==> src/rtl/ptrc_pkg.sv <==
/*
 Shared constants for the paper tape reader control block.
 Assumes a 10 MHz system clock; all cycle counts derive from it.
*/
package ptrc_pkg;
	// Clock period and documented times, each in its own unit
	localparam int CLK_PERIOD_NS = 100;
	localparam int START_DELAY_NS = 1000;
	localparam int SLOW_STEP_US = 5000;
	localparam int FAST_STEP_US = 1670;
	// Cycle counts; least time rounds up, intervals round down
	localparam int START_DELAY_CYC =
		(START_DELAY_NS + CLK_PERIOD_NS - 1) / CLK_PERIOD_NS;
	localparam int SLOW_STEP_CYC = SLOW_STEP_US * 1000 / CLK_PERIOD_NS;
	localparam int FAST_STEP_CYC = FAST_STEP_US * 1000 / CLK_PERIOD_NS;
	localparam int ACCEL_TICKS = 20; // Inside the 10 to 30 tick window
	localparam int STEP_CNT_W = 17;
	localparam int DLY_CNT_W = 4;
	// Buffer and tape geometry
	localparam int BUF_W = 18;
	localparam int CHAR_W = 6;
	localparam int LINE_W = 8;
	localparam int SLOT_W = 2;
	localparam int ENTRY_W = LINE_W + SLOT_W;
	localparam int FIFO_DEPTH = 4;
	// Low indices of the three binary characters and of the alnum line
	localparam int SEG_FIRST_LO = 12;
	localparam int SEG_SECOND_LO = 6;
	localparam int SEG_THIRD_LO = 0;
	localparam int SEG_ALNUM_LO = 0;
	// Where a line lands in the buffer, carried with each entry
	localparam logic [SLOT_W-1:0] SLOT_FIRST = 2'h0;
	localparam logic [SLOT_W-1:0] SLOT_SECOND = 2'h1;
	localparam logic [SLOT_W-1:0] SLOT_THIRD = 2'h2;
	localparam logic [SLOT_W-1:0] SLOT_ALNUM = 2'h3;
	// Instruction low bits: index 0 is the last bit of the word
	localparam int IB_W = 6;
	localparam int IB_ALNUM_N = 5;
	localparam int IB_CLR_AC = 3;
	localparam int IB_SELECT = 2;
	localparam int IB_READ = 1;
	localparam int IB_SKIP = 0;
	// Step clock sequencer states
	typedef enum logic [1:0] {
		PTRC_IDLE = 2'b00,
		PTRC_START = 2'b01,
		PTRC_STEP = 2'b10
	} ptrc_seq_type;
endpackage

==> src/rtl/ptrc_fifo_if.sv <==
/*
 Line carrier between the reader control and its line FIFO.
 Assumes both ends share one clock; flush empties the FIFO.
*/
`timescale 1ns/100ps
`default_nettype none
interface ptrc_fifo_if #(parameter int WIDTH = 10);
	logic push_valid; // Entry offered
	logic push_ready; // Room left
	logic [WIDTH-1:0] push_data; // Offered entry
	logic pop_valid; // Entry waiting
	logic pop_ready; // Drain accepts
	logic [WIDTH-1:0] pop_data; // Oldest entry
	logic flush; // Drop everything
	modport ctrl (output push_valid, push_data, pop_ready, flush,
		input push_ready, pop_valid, pop_data);
	modport store (input push_valid, push_data, pop_ready, flush,
		output push_ready, pop_valid, pop_data);
endinterface
`default_nettype wire

==> src/rtl/ptrc_line_fifo.sv <==
/*
 Small line FIFO with valid/ready on both sides.
 Assumes one clock; flush wins over push and pop.
*/
`timescale 1ns/100ps
`default_nettype none
module ptrc_line_fifo
	import ptrc_pkg::*;
#(
	parameter int WIDTH = ENTRY_W,
	parameter int DEPTH = FIFO_DEPTH
) (
	input wire logic ref_clk_in,
	input wire logic rstn_in,
	ptrc_fifo_if.store port
);
	localparam int AW = $clog2(DEPTH);
	localparam logic [AW:0] FULL = (AW+1)'(DEPTH);
	localparam logic [AW-1:0] LAST = AW'(DEPTH - 1);

	typedef struct packed {
		logic [DEPTH-1:0][WIDTH-1:0] mem; // Storage
		logic [AW-1:0] wr; // Write slot
		logic [AW-1:0] rd; // Read slot
		logic [AW:0] cnt; // Fill level
	} ptrc_fifo_type;

	ptrc_fifo_type st; // Current state
	ptrc_fifo_type next_st; // Next state
	logic do_push; // Write taken
	logic do_pop; // Read taken

	// Honest flags straight from the fill level
	assign port.push_ready = (st.cnt != FULL);
	assign port.pop_valid = (st.cnt != '0);
	assign port.pop_data = st.mem[st.rd];

	// Pointer and level update
	always_comb begin
		next_st = st;
		do_push = port.push_valid && port.push_ready;
		do_pop = port.pop_valid && port.pop_ready;
		if (do_push) begin
			next_st.mem[st.wr] = port.push_data;
			next_st.wr = (st.wr == LAST) ? '0 : st.wr + 1'b1;
		end
		if (do_pop) begin
			next_st.rd = (st.rd == LAST) ? '0 : st.rd + 1'b1;
		end
		// Both at once leaves the level unchanged
		if (do_push && !do_pop) begin
			next_st.cnt = st.cnt + 1'b1;
		end else if (do_pop && !do_push) begin
			next_st.cnt = st.cnt - 1'b1;
		end
		if (port.flush) begin
			next_st.wr = '0;
			next_st.rd = '0;
			next_st.cnt = '0;
		end
	end

	// State register
	always_ff @(posedge ref_clk_in or negedge rstn_in) begin
		if (!rstn_in) begin
			st <= '0;
		end else begin
			st <= next_st;
		end
	end
endmodule
`default_nettype wire

==> src/rtl/ptrc_reader_ctrl.sv <==
/*
 Paper tape reader control: instruction decode, start delay,
 accelerating step clock, two-bit stepper phase counter, line
 assembly into the 18-bit read buffer, flag and end of tape.
 Assumes the processor gives decoded device select, the six low
 instruction bits and the three execute pulses, all synchronous.
*/
`timescale 1ns/100ps
`default_nettype none
module ptrc_reader_ctrl
	import ptrc_pkg::*;
#(
	parameter int SLOW_CYC = SLOW_STEP_CYC, // Initial tick interval
	parameter int FAST_CYC = FAST_STEP_CYC, // Full-speed interval
	parameter int ACCEL_N = ACCEL_TICKS, // Ticks to reach speed
	parameter int LINE_FIFO_DEPTH = FIFO_DEPTH
) (
	input wire logic ref_clk_in,
	input wire logic rstn_in,
	input wire logic device_select_in,
	input wire logic [IB_W-1:0] instr_bits_in,
	input wire logic first_exec_pulse_in,
	input wire logic second_exec_pulse_in,
	input wire logic third_exec_pulse_in,
	input wire logic [BUF_W-1:0] accumulator_in,
	input wire logic [LINE_W:1] hole_in,
	input wire logic feed_hole_in,
	input wire logic manual_feed_in,
	output logic [BUF_W-1:0] accumulator_out,
	output logic acc_load_out,
	output logic skip_request_out,
	output logic interrupt_request_out,
	output logic line_done_flag_out,
	output logic end_of_tape_out,
	output logic run_level_out,
	output logic step_clock_enable_out,
	output logic phase_bit_a_out,
	output logic phase_bit_b_out,
	output logic motor_power_out,
	output logic [3:0] winding_drive_out
);
	// Counter load values and the interval shrink per tick while accelerating
	localparam logic [STEP_CNT_W-1:0] SLOW_LD = STEP_CNT_W'(SLOW_CYC - 1);
	localparam logic [STEP_CNT_W-1:0] FAST_LD = STEP_CNT_W'(FAST_CYC - 1);
	localparam logic [STEP_CNT_W-1:0] ACCEL_DEC =
		STEP_CNT_W'((SLOW_CYC - FAST_CYC) / ACCEL_N);
	localparam logic [DLY_CNT_W-1:0] START_LD =
		DLY_CNT_W'(START_DELAY_CYC - 1);

	typedef struct packed {
		ptrc_seq_type seq; // Step clock sequencer
		logic [DLY_CNT_W-1:0] dly; // Start delay count
		logic [STEP_CNT_W-1:0] tick_cnt; // Cycles to next tick
		logic [STEP_CNT_W-1:0] interval; // Present tick interval
		logic run_flipflop; // Reader selected
		logic line_done_flag; // Word or line ready
		logic line_stage_one; // First line taken
		logic line_stage_two; // Second line taken
		logic alnum_mode_ff; // Alphanumeric selected
		logic end_of_tape_ff; // Tape ran out or tore
		logic phase_bit_a; // Phase counter high
		logic phase_bit_b; // Phase counter low
		logic motor_power_ff; // Windings enabled
		logic [LINE_W:1] sensed; // Holes under sensors
		logic count_due; // Count pulse falls next cycle
		logic push_valid; // Line offered to FIFO
		logic [ENTRY_W-1:0] push_data; // Line and its slot
		logic [BUF_W-1:0] tape_read_buffer; // Assembled word
		logic [BUF_W-1:0] acc; // Value for accumulator
		logic acc_load; // Accumulator strobe
		logic skip; // Skip request
		logic [3:0] winding; // Winding driver inputs
	} ptrc_state_type;

	ptrc_state_type st; // Current state
	ptrc_state_type next_st; // Next state
	ptrc_fifo_if #(.WIDTH(ENTRY_W)) lines (); // Line path
	logic run_level; // Reader may move tape
	logic select_cmd; // Select command pulse
	logic read_cmd; // Clear-OR or read-buffer
	logic tick; // Step clock tick
	logic motor_index_pulse; // Phase advance
	logic between_lines_count; // Phases differ after step
	logic gate_line_enable; // Line may enter buffer
	logic next_a; // Advanced phase a
	logic next_b; // Advanced phase b
	logic last_line; // Line completes the word
	logic [SLOT_W-1:0] slot; // Destination of this line
	logic [LINE_W-1:0] pop_line; // Drained line bits
	logic [SLOT_W-1:0] pop_slot; // Drained line slot

	// Buffer between sensing and assembly; stalls the motor when full
	ptrc_line_fifo #(
		.WIDTH(ENTRY_W),
		.DEPTH(LINE_FIFO_DEPTH)
	) u_fifo (
		.ref_clk_in(ref_clk_in),
		.rstn_in(rstn_in),
		.port(lines.store)
	);

	assign lines.push_valid = st.push_valid;
	assign lines.push_data = st.push_data;
	// Drain stalls while the finished word waits to be read
	assign lines.pop_ready = !st.line_done_flag && !select_cmd;
	assign lines.flush = select_cmd;
	assign pop_line = lines.pop_data[LINE_W-1:0];
	assign pop_slot = lines.pop_data[ENTRY_W-1:LINE_W];

	// Instruction decode and run level
	always_comb begin
		select_cmd = third_exec_pulse_in && device_select_in
			&& instr_bits_in[IB_SELECT];
		read_cmd = second_exec_pulse_in && device_select_in
			&& instr_bits_in[IB_READ];
		// Manual feed runs the motor even when not selected
		run_level = (st.run_flipflop && !st.end_of_tape_ff)
			|| manual_feed_in;
		tick = (st.seq == PTRC_STEP) && (st.tick_cnt == '0);
		// Index withheld while the FIFO has no room
		motor_index_pulse = tick && run_level
			&& lines.push_ready;
		// Gray step 00,10,11,01: a takes not b, b takes a
		next_a = !st.phase_bit_b;
		next_b = st.phase_bit_a;
		// Count one cycle after the step, with the tape between lines,
		// so a feed hole seen then really means torn or missing tape
		between_lines_count = st.count_due;
		// Hole 8 gates binary lines; alnum always gates
		gate_line_enable = st.sensed[LINE_W]
			|| st.alnum_mode_ff;
	end

	// Slot choice from the alnum mode and line stage flip-flops
	always_comb begin
		slot = SLOT_FIRST;
		last_line = 1'b0;
		if (st.alnum_mode_ff) begin
			slot = SLOT_ALNUM;
			last_line = 1'b1;
		end else if (st.line_stage_two) begin
			slot = SLOT_THIRD;
			last_line = 1'b1;
		end else if (st.line_stage_one) begin
			slot = SLOT_SECOND;
		end
	end

	// Next state of the whole control
	always_comb begin
		next_st = st;
		next_st.push_valid = 1'b0;
		next_st.acc_load = 1'b0;
		next_st.skip = 1'b0;

		// Sequencer: start delay, then the accelerating clock
		case (st.seq)
			PTRC_IDLE: begin
				if (run_level) begin
					next_st.seq = PTRC_START;
					next_st.dly = START_LD;
				end
			end
			PTRC_START: begin
				if (!run_level) begin
					next_st.seq = PTRC_IDLE;
				end else if (st.dly == '0) begin
					next_st.seq = PTRC_STEP;
					next_st.interval = SLOW_LD;
					next_st.tick_cnt = SLOW_LD;
				end else begin
					next_st.dly = st.dly - 1'b1;
				end
			end
			PTRC_STEP: begin
				if (!tick) begin
					next_st.tick_cnt = st.tick_cnt - 1'b1;
				end else if (!run_level) begin
					// Stop on the tick after run drops
					next_st.seq = PTRC_IDLE;
					next_st.motor_power_ff = 1'b0;
				end else begin
					// Shrink toward full speed, never below it
					if (st.interval > FAST_LD + ACCEL_DEC) begin
						next_st.interval = st.interval - ACCEL_DEC;
					end else begin
						next_st.interval = FAST_LD;
					end
					next_st.tick_cnt = next_st.interval;
				end
			end
			default: begin
				next_st.seq = PTRC_IDLE;
			end
		endcase

		// Motor stepping on each index pulse; a step to unequal
		// phases raises the count for the next cycle
		next_st.count_due = motor_index_pulse
			&& (next_a != next_b);
		if (motor_index_pulse) begin
			next_st.motor_power_ff = 1'b1;
			next_st.phase_bit_a = next_a;
			next_st.phase_bit_b = next_b;
		end

		// A character over the sensors while phases agree
		if (st.phase_bit_a == st.phase_bit_b) begin
			next_st.sensed = hole_in;
		end

		// Count pulse: tear check and line capture
		if (between_lines_count) begin
			if (feed_hole_in) begin
				next_st.end_of_tape_ff = 1'b1;
				next_st.run_flipflop = 1'b0;
			end else if (gate_line_enable && st.run_flipflop
				&& !st.line_done_flag) begin
				next_st.push_valid = 1'b1;
				next_st.push_data = {slot, st.sensed};
				if (last_line) begin
					// Stop taking lines once the word is whole
					next_st.run_flipflop = 1'b0;
				end else if (st.line_stage_one) begin
					next_st.line_stage_two = 1'b1;
				end
				next_st.line_stage_one = 1'b1;
			end
		end

		// Clear-OR or read-buffer: flag and stages drop
		if (read_cmd) begin
			next_st.line_done_flag = 1'b0;
			next_st.line_stage_one = 1'b0;
			next_st.line_stage_two = 1'b0;
			next_st.acc_load = 1'b1;
			if (instr_bits_in[IB_CLR_AC]) begin
				next_st.acc = st.tape_read_buffer;
			end else begin
				next_st.acc = accumulator_in
					| st.tape_read_buffer;
			end
		end

		// Skip test on the first execute pulse
		if (first_exec_pulse_in && device_select_in
			&& instr_bits_in[IB_SKIP]) begin
			next_st.skip = st.line_done_flag;
		end

		// Select clears the flag, stages, buffer and end of tape, and starts the reader
		if (select_cmd) begin
			next_st.line_done_flag = 1'b0;
			next_st.line_stage_one = 1'b0;
			next_st.line_stage_two = 1'b0;
			next_st.tape_read_buffer = '0;
			next_st.run_flipflop = 1'b1;
			next_st.end_of_tape_ff = 1'b0;
			next_st.push_valid = 1'b0;
			// Mode bit low picks alnum; high keeps it clear
			next_st.alnum_mode_ff =
				!instr_bits_in[IB_ALNUM_N];
		end

		// Drain one line into its buffer positions
		if (lines.pop_valid && lines.pop_ready) begin
			case (pop_slot)
				SLOT_FIRST: begin
					next_st.tape_read_buffer[SEG_FIRST_LO +: CHAR_W] =
						pop_line[CHAR_W-1:0];
				end
				SLOT_SECOND: begin
					next_st.tape_read_buffer[SEG_SECOND_LO +: CHAR_W] =
						pop_line[CHAR_W-1:0];
				end
				SLOT_THIRD: begin
					next_st.tape_read_buffer[SEG_THIRD_LO +: CHAR_W] =
						pop_line[CHAR_W-1:0];
					// Set wins over a clear in the same cycle
					next_st.line_done_flag = 1'b1;
				end
				SLOT_ALNUM: begin
					next_st.tape_read_buffer[SEG_ALNUM_LO +: LINE_W] =
						pop_line;
					next_st.line_done_flag = 1'b1;
				end
				default: begin
					next_st.line_done_flag = st.line_done_flag;
				end
			endcase
		end

		// Two windings at a time, only while powered
		next_st.winding = {4{next_st.motor_power_ff}} & {
			next_st.phase_bit_b, !next_st.phase_bit_b,
			next_st.phase_bit_a, !next_st.phase_bit_a};
	end

	// State register; reset leaves the motor idle and unpowered
	always_ff @(posedge ref_clk_in or negedge rstn_in) begin
		if (!rstn_in) begin
			st <= '0;
		end else begin
			st <= next_st;
		end
	end

	// Outputs straight from the state, except run level, which also takes manual feed directly
	assign accumulator_out = st.acc;
	assign acc_load_out = st.acc_load;
	assign skip_request_out = st.skip;
	assign interrupt_request_out =
		st.line_done_flag || st.end_of_tape_ff;
	assign line_done_flag_out = st.line_done_flag;
	assign end_of_tape_out = st.end_of_tape_ff;
	assign run_level_out = run_level;
	assign step_clock_enable_out = (st.seq == PTRC_STEP);
	assign phase_bit_a_out = st.phase_bit_a;
	assign phase_bit_b_out = st.phase_bit_b;
	assign motor_power_out = st.motor_power_ff;
	assign winding_drive_out = st.winding;
endmodule
`default_nettype wire

==> config.mk <==
export PLATFORM = sky130hd
export DESIGN_NAME = ptrc_reader_ctrl
export DESIGN_NICKNAME = d
export VERILOG_FILES = /design/src/rtl/ptrc_pkg.sv /design/src/rtl/ptrc_fifo_if.sv /design/src/rtl/ptrc_line_fifo.sv /design/src/rtl/ptrc_reader_ctrl.sv
export SDC_FILE = /design/constraint.sdc
export NUM_CORES = 1
export LEC_CHECK = 0
export BUFFER_PORTS_ARGS = -buffer_cell sky130_fd_sc_hd__buf_4
export CAP_MARGIN = 40
export CORE_ASPECT_RATIO = 0.6
export CORE_UTILIZATION = 45
export CTS_CLUSTER_DIAMETER = 60
export DETAILED_ROUTE_END_ITERATION = 16
export GPL_ROUTABILITY_DRIVEN = 0
export PLACE_DENSITY = 0.68
export SYNTH_ARGS = -nofsm -noshare
export SYNTH_HDL_FRONTEND = slang
export SYNTH_SLANG_ARGS = --single-unit
==> constraint.sdc <==
create_clock -name ref_clk_in -period 5.2 [get_ports ref_clk_in]
set_input_delay 0 -clock ref_clk_in [delete_from_list [all_inputs] [get_ports ref_clk_in]]
set_output_delay 0 -clock ref_clk_in [all_outputs]
set_load 0.02 [all_outputs]
==> out/results.tsv, run 1 <==
stage	metric	value	unit
status	run_status	completed	
drt	ant_nets	0	
timing	fmax	328	MHz
final_layout	fin_nets	863	
setup_path	path_buf_inv	1	
placement	dpl.hpwl	13.4	mm
final_layout	num_antenna_cells	0	
drt	totalWireLength	18.9	mm
timing	setup_tns	0	ns
synth	ys_seq_elements	158	
power_and_ir_drop	p_leak	4.38	nW
timing	timing.final.crit_share	0.586	
cts	cts_max_path_buffers	2	
synth	synthTopCellsByCount	158 x dfrtp_1, 60 x mux2_2, 58 x nand2_1	
drt	drc	0	
floorplan	initial_utilization	0.460	
grt	overflow	0	
synth	synth_compound_area_frac	0.129	
cts	cts.clk_slew.worst_paths	0.06	ns
drt	firstDrtPassIters	5	
setup_path	critPathArrivalTime	3.35	ns
cts	cts_tree	built	
synth	synth_edf_count	0	
synth	synth.most_common_cell	dfrtp_1	
floorplan	dieArea	18000	sq um
final_layout	seqCellArea	3950	sq um
floorplan	die_h	104	um
timing	hold_violations	0	
power_and_ir_drop	power_density	382	nW/um^2
drt	drtIter0Drc	677	
synth	synth.yosys.seq_area_share	0.502	
power_and_ir_drop	peakVddDrop	199	uV
setup_path	worstPathRequired	5.50	ns
grt	grt_usage	0.221	
setup_path	slowest_stage	nor4_4	
final_layout	multi_input_area	3480	sq um
synth	synth_area_leaders	dfrtp_1 50%, mux2_2 8.6%, o21ai_0 3.1%, a21oi_1 3.0%, nand2_1 2.8%	
timing	rsz0062_at_grt	no	
floorplan	ios	72	
setup_path	path_cells	nor4_4 -> and3_1 -> a31oi_1 -> nor2_4 -> inv_1 -> o211a_1	
grt	grt_max_degree	97	
floorplan	die_width	173	um
synth	syn-instance-count	742	
min_path	hold_class	primary input to flip-flop	
timing	setup_viol	0	
final_layout	drive_gt1_frac	0.236	
setup_path	worstSetupEndpointType	flip-flop	
drt	wl_met3	1.69	mm
drt	drt-wirelength-per-cell	17.8	um
placement	io_buffers	70	
floorplan	row_count	37	
grt	grt_pass1_vias	5948	
synth	yosysTopAreaCellShare	0.502	
timing	final-max-slew-violation-count	0	
synth	synth_top_family_by_area	simple AND/OR/NAND/NOR gates	
cts	clock-root-buffer	clkbuf_16	
drt	routed-wl-met2	7.89	mm
timing	fin_skew	0.00721	ns
grt	grt_antenna_before_repair	0	
timing	slew_headroom	0.394	
drt	top_layer	met4	
final_layout	areaGrowthSynthToFinish	19.4	%
synth	syn_area	7870	sq um
setup_path	max_stage_delay	0.74	ns
timing	worstMarginPinSlew	0.899	ns
grt	grt_pass1_wl	31.3	mm
synth	synthDistinctLibCells	69	
synth	syn_nets	793	
run	maxCapViolations	0	
drt	wl_met1	9.14	mm
synth	muxShareOfSynthArea	0.129	
synth	synth.avg_cell_area	10.6	sq um
timing	period_minus_slack	3.05	ns
cts	clock-sinks	158	
synth	synthAdderAreaFrac	0.0184	
synth	synthArstFlopShare	1.00	
cts	cts_htree_levels	4	
synth	synth_area_leader_cell	dfrtp_1	
setup_path	crit_type	flip-flop to flip-flop	
setup_path	crit_path_start_kind	flip-flop	
synth	synth_top_flop_cell	dfrtp_1	
final_layout	fill_cells	1453	
cts	numCtsBuffers	17	
setup_path	cp_max_fo	13	
drt	vias	6016	
cts	clkLatencyLatePin	0.42	ns
synth	synth_xor_area_frac	0.0178	
timing	whs	0.116	ns
setup_path	path_delay_family	simple AND/OR/NAND/NOR gates	
drt	vias_per_cell	5.68	
synth	synthSimpleGateAreaFrac	0.148	
synth	yosys_warnings	0	
floorplan	coreArea	17100	sq um
what timing repair did:
item,CTS,global route
hold buffers,32,0
setup buffers,0,0
gates resized for setup,0,0
endpoints found under the hold margin,140,0
registers in the layout, summed over array words and instances (netlist names):
register / count
phase_bit_a_out: 1
line_done_flag_out: 1
motor_power_out: 1
between_lines_count: 1
lines.push_valid: 1
acc_load_out: 1
skip_request_out: 1
lines.push_data: 10
accumulator_out: 18
winding_drive_out: 4
end_of_tape_out: 1
u_fifo.st: 47
st: 70
phase_bit_b_out: 1
layout make-up:
class | count | share of cell area
sequential | 158 | 0.421
inverter | 34 | 0.0136
clock inverter | 12 | 0.0144
timing repair buffer | 110 | 0.100
multi-input combinational | 491 | 0.370
tap | 234 | 0.0312
clock buffer | 20 | 0.0497
power by group:
| part | leakage (nW) | total [W] | switching (W) | internal, W |
|---|---|---|---|---|
| sequential | 2.05 | 0.00160 | 0.000222 | 0.00137 |
| clock | 0.285 | 0.00126 | 0.000513 | 0.000748 |
| combinational | 2.04 | 0.000735 | 0.000413 | 0.000322 |
| total | 4.38 | 0.00359 | 0.00115 | 0.00244 |
cells in the final DEF, fill, tap and decap left out, types with 12 or more instances in the layout:
cell type,count
mux2i_1,19
nand3_1,25
clkbuf_16,17
xnor2_1,12
nor3_1,27
o21ai_0,48
nand2_1,58
a21oi_1,47
nor2_1,36
dlygate4sd3_1,32
inv_1,33
dfrtp_1,158
mux2_2,60
buf_4,74
tightest hold or removal path, cell delays in order:
cell and delay [ns]:
buf_4 0.11, nand3_1 0.25, nand2_1 0.08, o21ai_0 0.06
final timing paths:
check | startpoint | end | slack (ns) | depth (start not counted)
worst max-delay path | st[91] | st[88] | 2.15 | 6
worst min-delay path | instr_bits_in[1] | accumulator_out[17] | 0.12 | 4
worst max register to register | st[91] | st[88] | 2.15 | 6
worst min register to register | accumulator_out[0] | accumulator_out[0] | 0.48 | 2
max in group asynchronous | rstn_in | winding_drive_out[2] | 3.99 | 4
min in group asynchronous | rstn_in | accumulator_out[3] | 0.16 | 3
through the flow:
step	worst slack, ns	total power [W]	cells	cell area, sq um	util
after floorplan	3.01	0.00208	742	7870	-
after global placement	2.40	0.00227	991	8420	0.491
after detailed placement	2.33	0.00232	995	8480	0.495
after CTS	2.30	0.00361	1059	9400	0.549
after global routing	2.06	0.00378	1059	9400	0.549
final	2.15	0.00359	1059	9400	0.549
cells by family (layout without fill, tap and decap cells):
kind of cell,Yosys count,in the layout
adder cells (fa/ha/maj),11,11
multiplexers,86,86
flip-flops,158,158
buffers and inverters,93,176
XOR/XNOR,16,16
AND/OR/NAND/NOR,214,214
AO/OA/AOI/OAI,164,164
layer usage:
metal  global-route usage  vias up
met2                0.313      258
met4               0.0411        0
met5                    0        -
met3               0.0753       13
met1                0.328     2946
li1                     -     2799
No activity file was read; power rests on OpenSTA's default activity.
==> run 2, diff against run 1 <==
ABC_AREA = 1   (was not set)
clock period = 2.95 ns   (was 5.2 ns; I/O delays follow)
==> run 2 against run 1 <==
Effect of this change:
- combinational power increased by 77%
- total power increased by 69%
- largest cell class unchanged
- wire length increased by 5.4%
- highest routed layer is now met5
- sequential share of layout area decreased by 0.79 points
- critical endpoint is now u_fifo.st[2]
==> out/results.tsv, run 2 <==
stage	metric	value	unit
setup_path	critPathArrivalTime	2.58	ns
cts	cts.clk_slew.worst_paths	0.07	ns
final_layout	layout_common_cells	286 x nand2_1, 158 x dfrtp_1, 108 x inv_1	
power_and_ir_drop	p_leak	4.78	nW
synth	syn-instance-count	1006	
final_layout	num_antenna_cells	0	
grt	gr-usage-met1	0.369	
timing	setup_viol	0	
setup_path	max_stage_delay	0.38	ns
drt	totalWireLength	19.9	mm
grt	overflow	0	
timing	timing.final.crit_share	0.757	
synth	synthArstFlopShare	1.00	
synth	synth_edf_count	0	
grt	gr-usage-met2	0.302	
cts	clock-root-buffer	clkbuf_16	
setup_path	path_cells	inv_1 -> nor3_1 -> nor2_1 -> buf_4 -> nand2_1 -> inv_1 -> fa_1 -> xnor2_1 -> xor2_1 -> nand3_1 -> o21ai_0	
synth	yosys_warnings	0	
synth	yosysTopAreaCellShare	0.490	
final_layout	final_core_util	0.553	
grt	grt_max_degree	77	
synth	syn_area	8070	sq um
setup_path	cp_max_fo	8	
cts	cts-resized-gates	0	
grt	use_met3	0.0408	
drt	drt-wirelength-per-cell	14.9	um
floorplan	ios	72	
grt	busiest_layer	met1	
synth	ys_seq_elements	158	
drt	ant_nets	0	
timing	whs	0.0104	ns
cts	numCtsBuffers	17	
timing	setup_tns	0	ns
synth	syn_nets	1057	
power_and_ir_drop	peakVddDrop	322	uV
timing	fin_skew	0.0142	ns
synth	synth.most_common_cell	nand2_1	
cts	cts_setup_buffers	0	
synth	synth_area_leader_cell	dfrtp_1	
run	maxCapViolations	0	
timing	hold_violations	0	
cts	cts_tree	built	
setup_path	crit_type	flip-flop to flip-flop	
timing	rsz0062_at_grt	no	
setup_path	r2r_slack	0.72	ns
timing	final-max-slew-violation-count	0	
cts	cts_max_path_buffers	2	
setup_path	crit_path_frequent_cell	inv_1	
cts	clock-sinks	158	
cts	clkLatencyLatePin	0.43	ns
status	run_status	completed	
grt	grt_antenna_before_repair	1	
final_layout	regMostFlops	st	
cts	cts_htree_levels	4	
grt	grt_pass1_wl	32.9	mm
drt	drc	0	
floorplan	dieArea	18500	sq um
floorplan	die_width	175	um
floorplan	initial_utilization	0.466	
timing	period_minus_slack	2.23	ns
drt	drtIter0Drc	729	
placement	io_buffers	70	
final_layout	fin_nets	1135	
floorplan	coreArea	17300	sq um
min_path	hold_class	primary input to flip-flop	
synth	synth_top_flop_cell	dfrtp_1	
floorplan	die_h	106	um
setup_path	worstSetupEndpointType	flip-flop	
final_layout	final_common_cell	nand2_1	
floorplan	row_count	37	
final_layout	areaGrowthSynthToFinish	18.8	%
final_layout	largest_reg_flops	70	
drt	vias	6825	
grt	grt_pass1_vias	6365	
synth	synthDistinctLibCells	44	
timing	worstMarginPinSlew	0.815	ns
drt	vias_per_cell	5.13	
setup_path	crit_path_start_kind	flip-flop	
synth	synth.avg_cell_area	8.02	sq um
placement	dpl.hpwl	13.8	mm
drt	firstDrtPassIters	6	
setup_path	slowest_stage	nor3_1	
synth	synthTopCellsByCount	286 x nand2_1, 158 x dfrtp_1, 108 x inv_1	
setup_path	worstPathRequired	3.30	ns
final_layout	drive_gt1_frac	0.138	
synth	synth_area_leaders	dfrtp_1 49%, nand2_1 13%, o21ai_0 6.5%, inv_1 5.0%, nor2_1 4.0%	
grt	grt_usage	0.227	
timing	fmax	448	MHz
synth	synth.yosys.seq_area_share	0.490	
timing	slew_headroom	0.455	
power_and_ir_drop	power_density	635	nW/um^2
[run 2: changes by cell type after synthesis, sizes merged, moves of 20 or more]
cell	before	now
nor2	38	95
o21ai	49	113
mux2i	20	0
nor3	28	8
mux2	60	8
inv	33	114
nand2	58	292
nand3	26	65
[run 2: report_power, final]
part / switching (W) / leakage, nW / internal (W)
Sequential: 0.000137 / 2.03 / 0.00239
Combinational: 0.000835 / 2.45 / 0.000465
Clock: 0.00102 / 0.299 / 0.00124
[run 2: per-layer routing]
| layer | vias up | wire length [um] |
|---|---|---|
| met1 | 3184 | 10400 |
| met5 | - | 13 |
| met3 | 17 | 1540 |
| met2 | 246 | 7780 |
| met4 | 2 | 141 |
| li1 | 3376 | - |
[run 2: cell families after synthesis]
group,share of synthesized area
flops,0.490
buf+inv,0.0908
compound gates,0.127
mux,0.0112
simple gates,0.246
xor+xnor,0.0174
fa+ha+maj,0.0180
[run 2: final timing paths]
kind | endpoint | cells past startpoint | from
setup / recovery | u_fifo.st[2] | 11 | u_fifo.st[2]
hold / removal | lines.push_valid | 4 | third_exec_pulse_in
setup reg to reg | u_fifo.st[2] | 11 | u_fifo.st[2]
hold reg to reg | u_fifo.st[33] | 2 | u_fifo.st[33]
max in group asynchronous | st[78] | 3 | rstn_in
min in group asynchronous | accumulator_out[5] | 2 | rstn_in
[run 2: timing repair]
item / in CTS / in global routing
hold buffers: 31 / 0
setup endpoints to repair: 0 / 0
hold endpoints to repair: 104 / 0
[run 2: area by class of cell]
cell class                 instances  area (sq um)
multi-input combinational        682          3380
tap                              234           293
inverter                         116           437
timing repair buffer             109           912
fill                            1581          7740
sequential                       158          3950
clock inverter                    14           164
clock buffer                      18           439
[run 2: worst max-delay path, delay by kind of cell, from the launching register on]
kind            cells  cell delay (ns)
simple gates        4             0.67
flops               1             0.36
fa+ha+maj           1             0.37
xor+xnor            2             0.35
buf+inv             3             0.33
compound gates      1             0.08
[run 2: through the flow]
step	cells	cell area, sq um	power, W	setup slack [ns]
2_1_floorplan	1006	8070	0.00343	1.06
3_3_place_gp	1268	8660	0.00379	0.821
3_5_place_dp	1268	8660	0.00382	0.753
4_1_cts	1331	9580	0.00610	0.719
5_1_grt	1331	9580	0.00638	0.517
6_report	1331	9580	0.00608	0.716
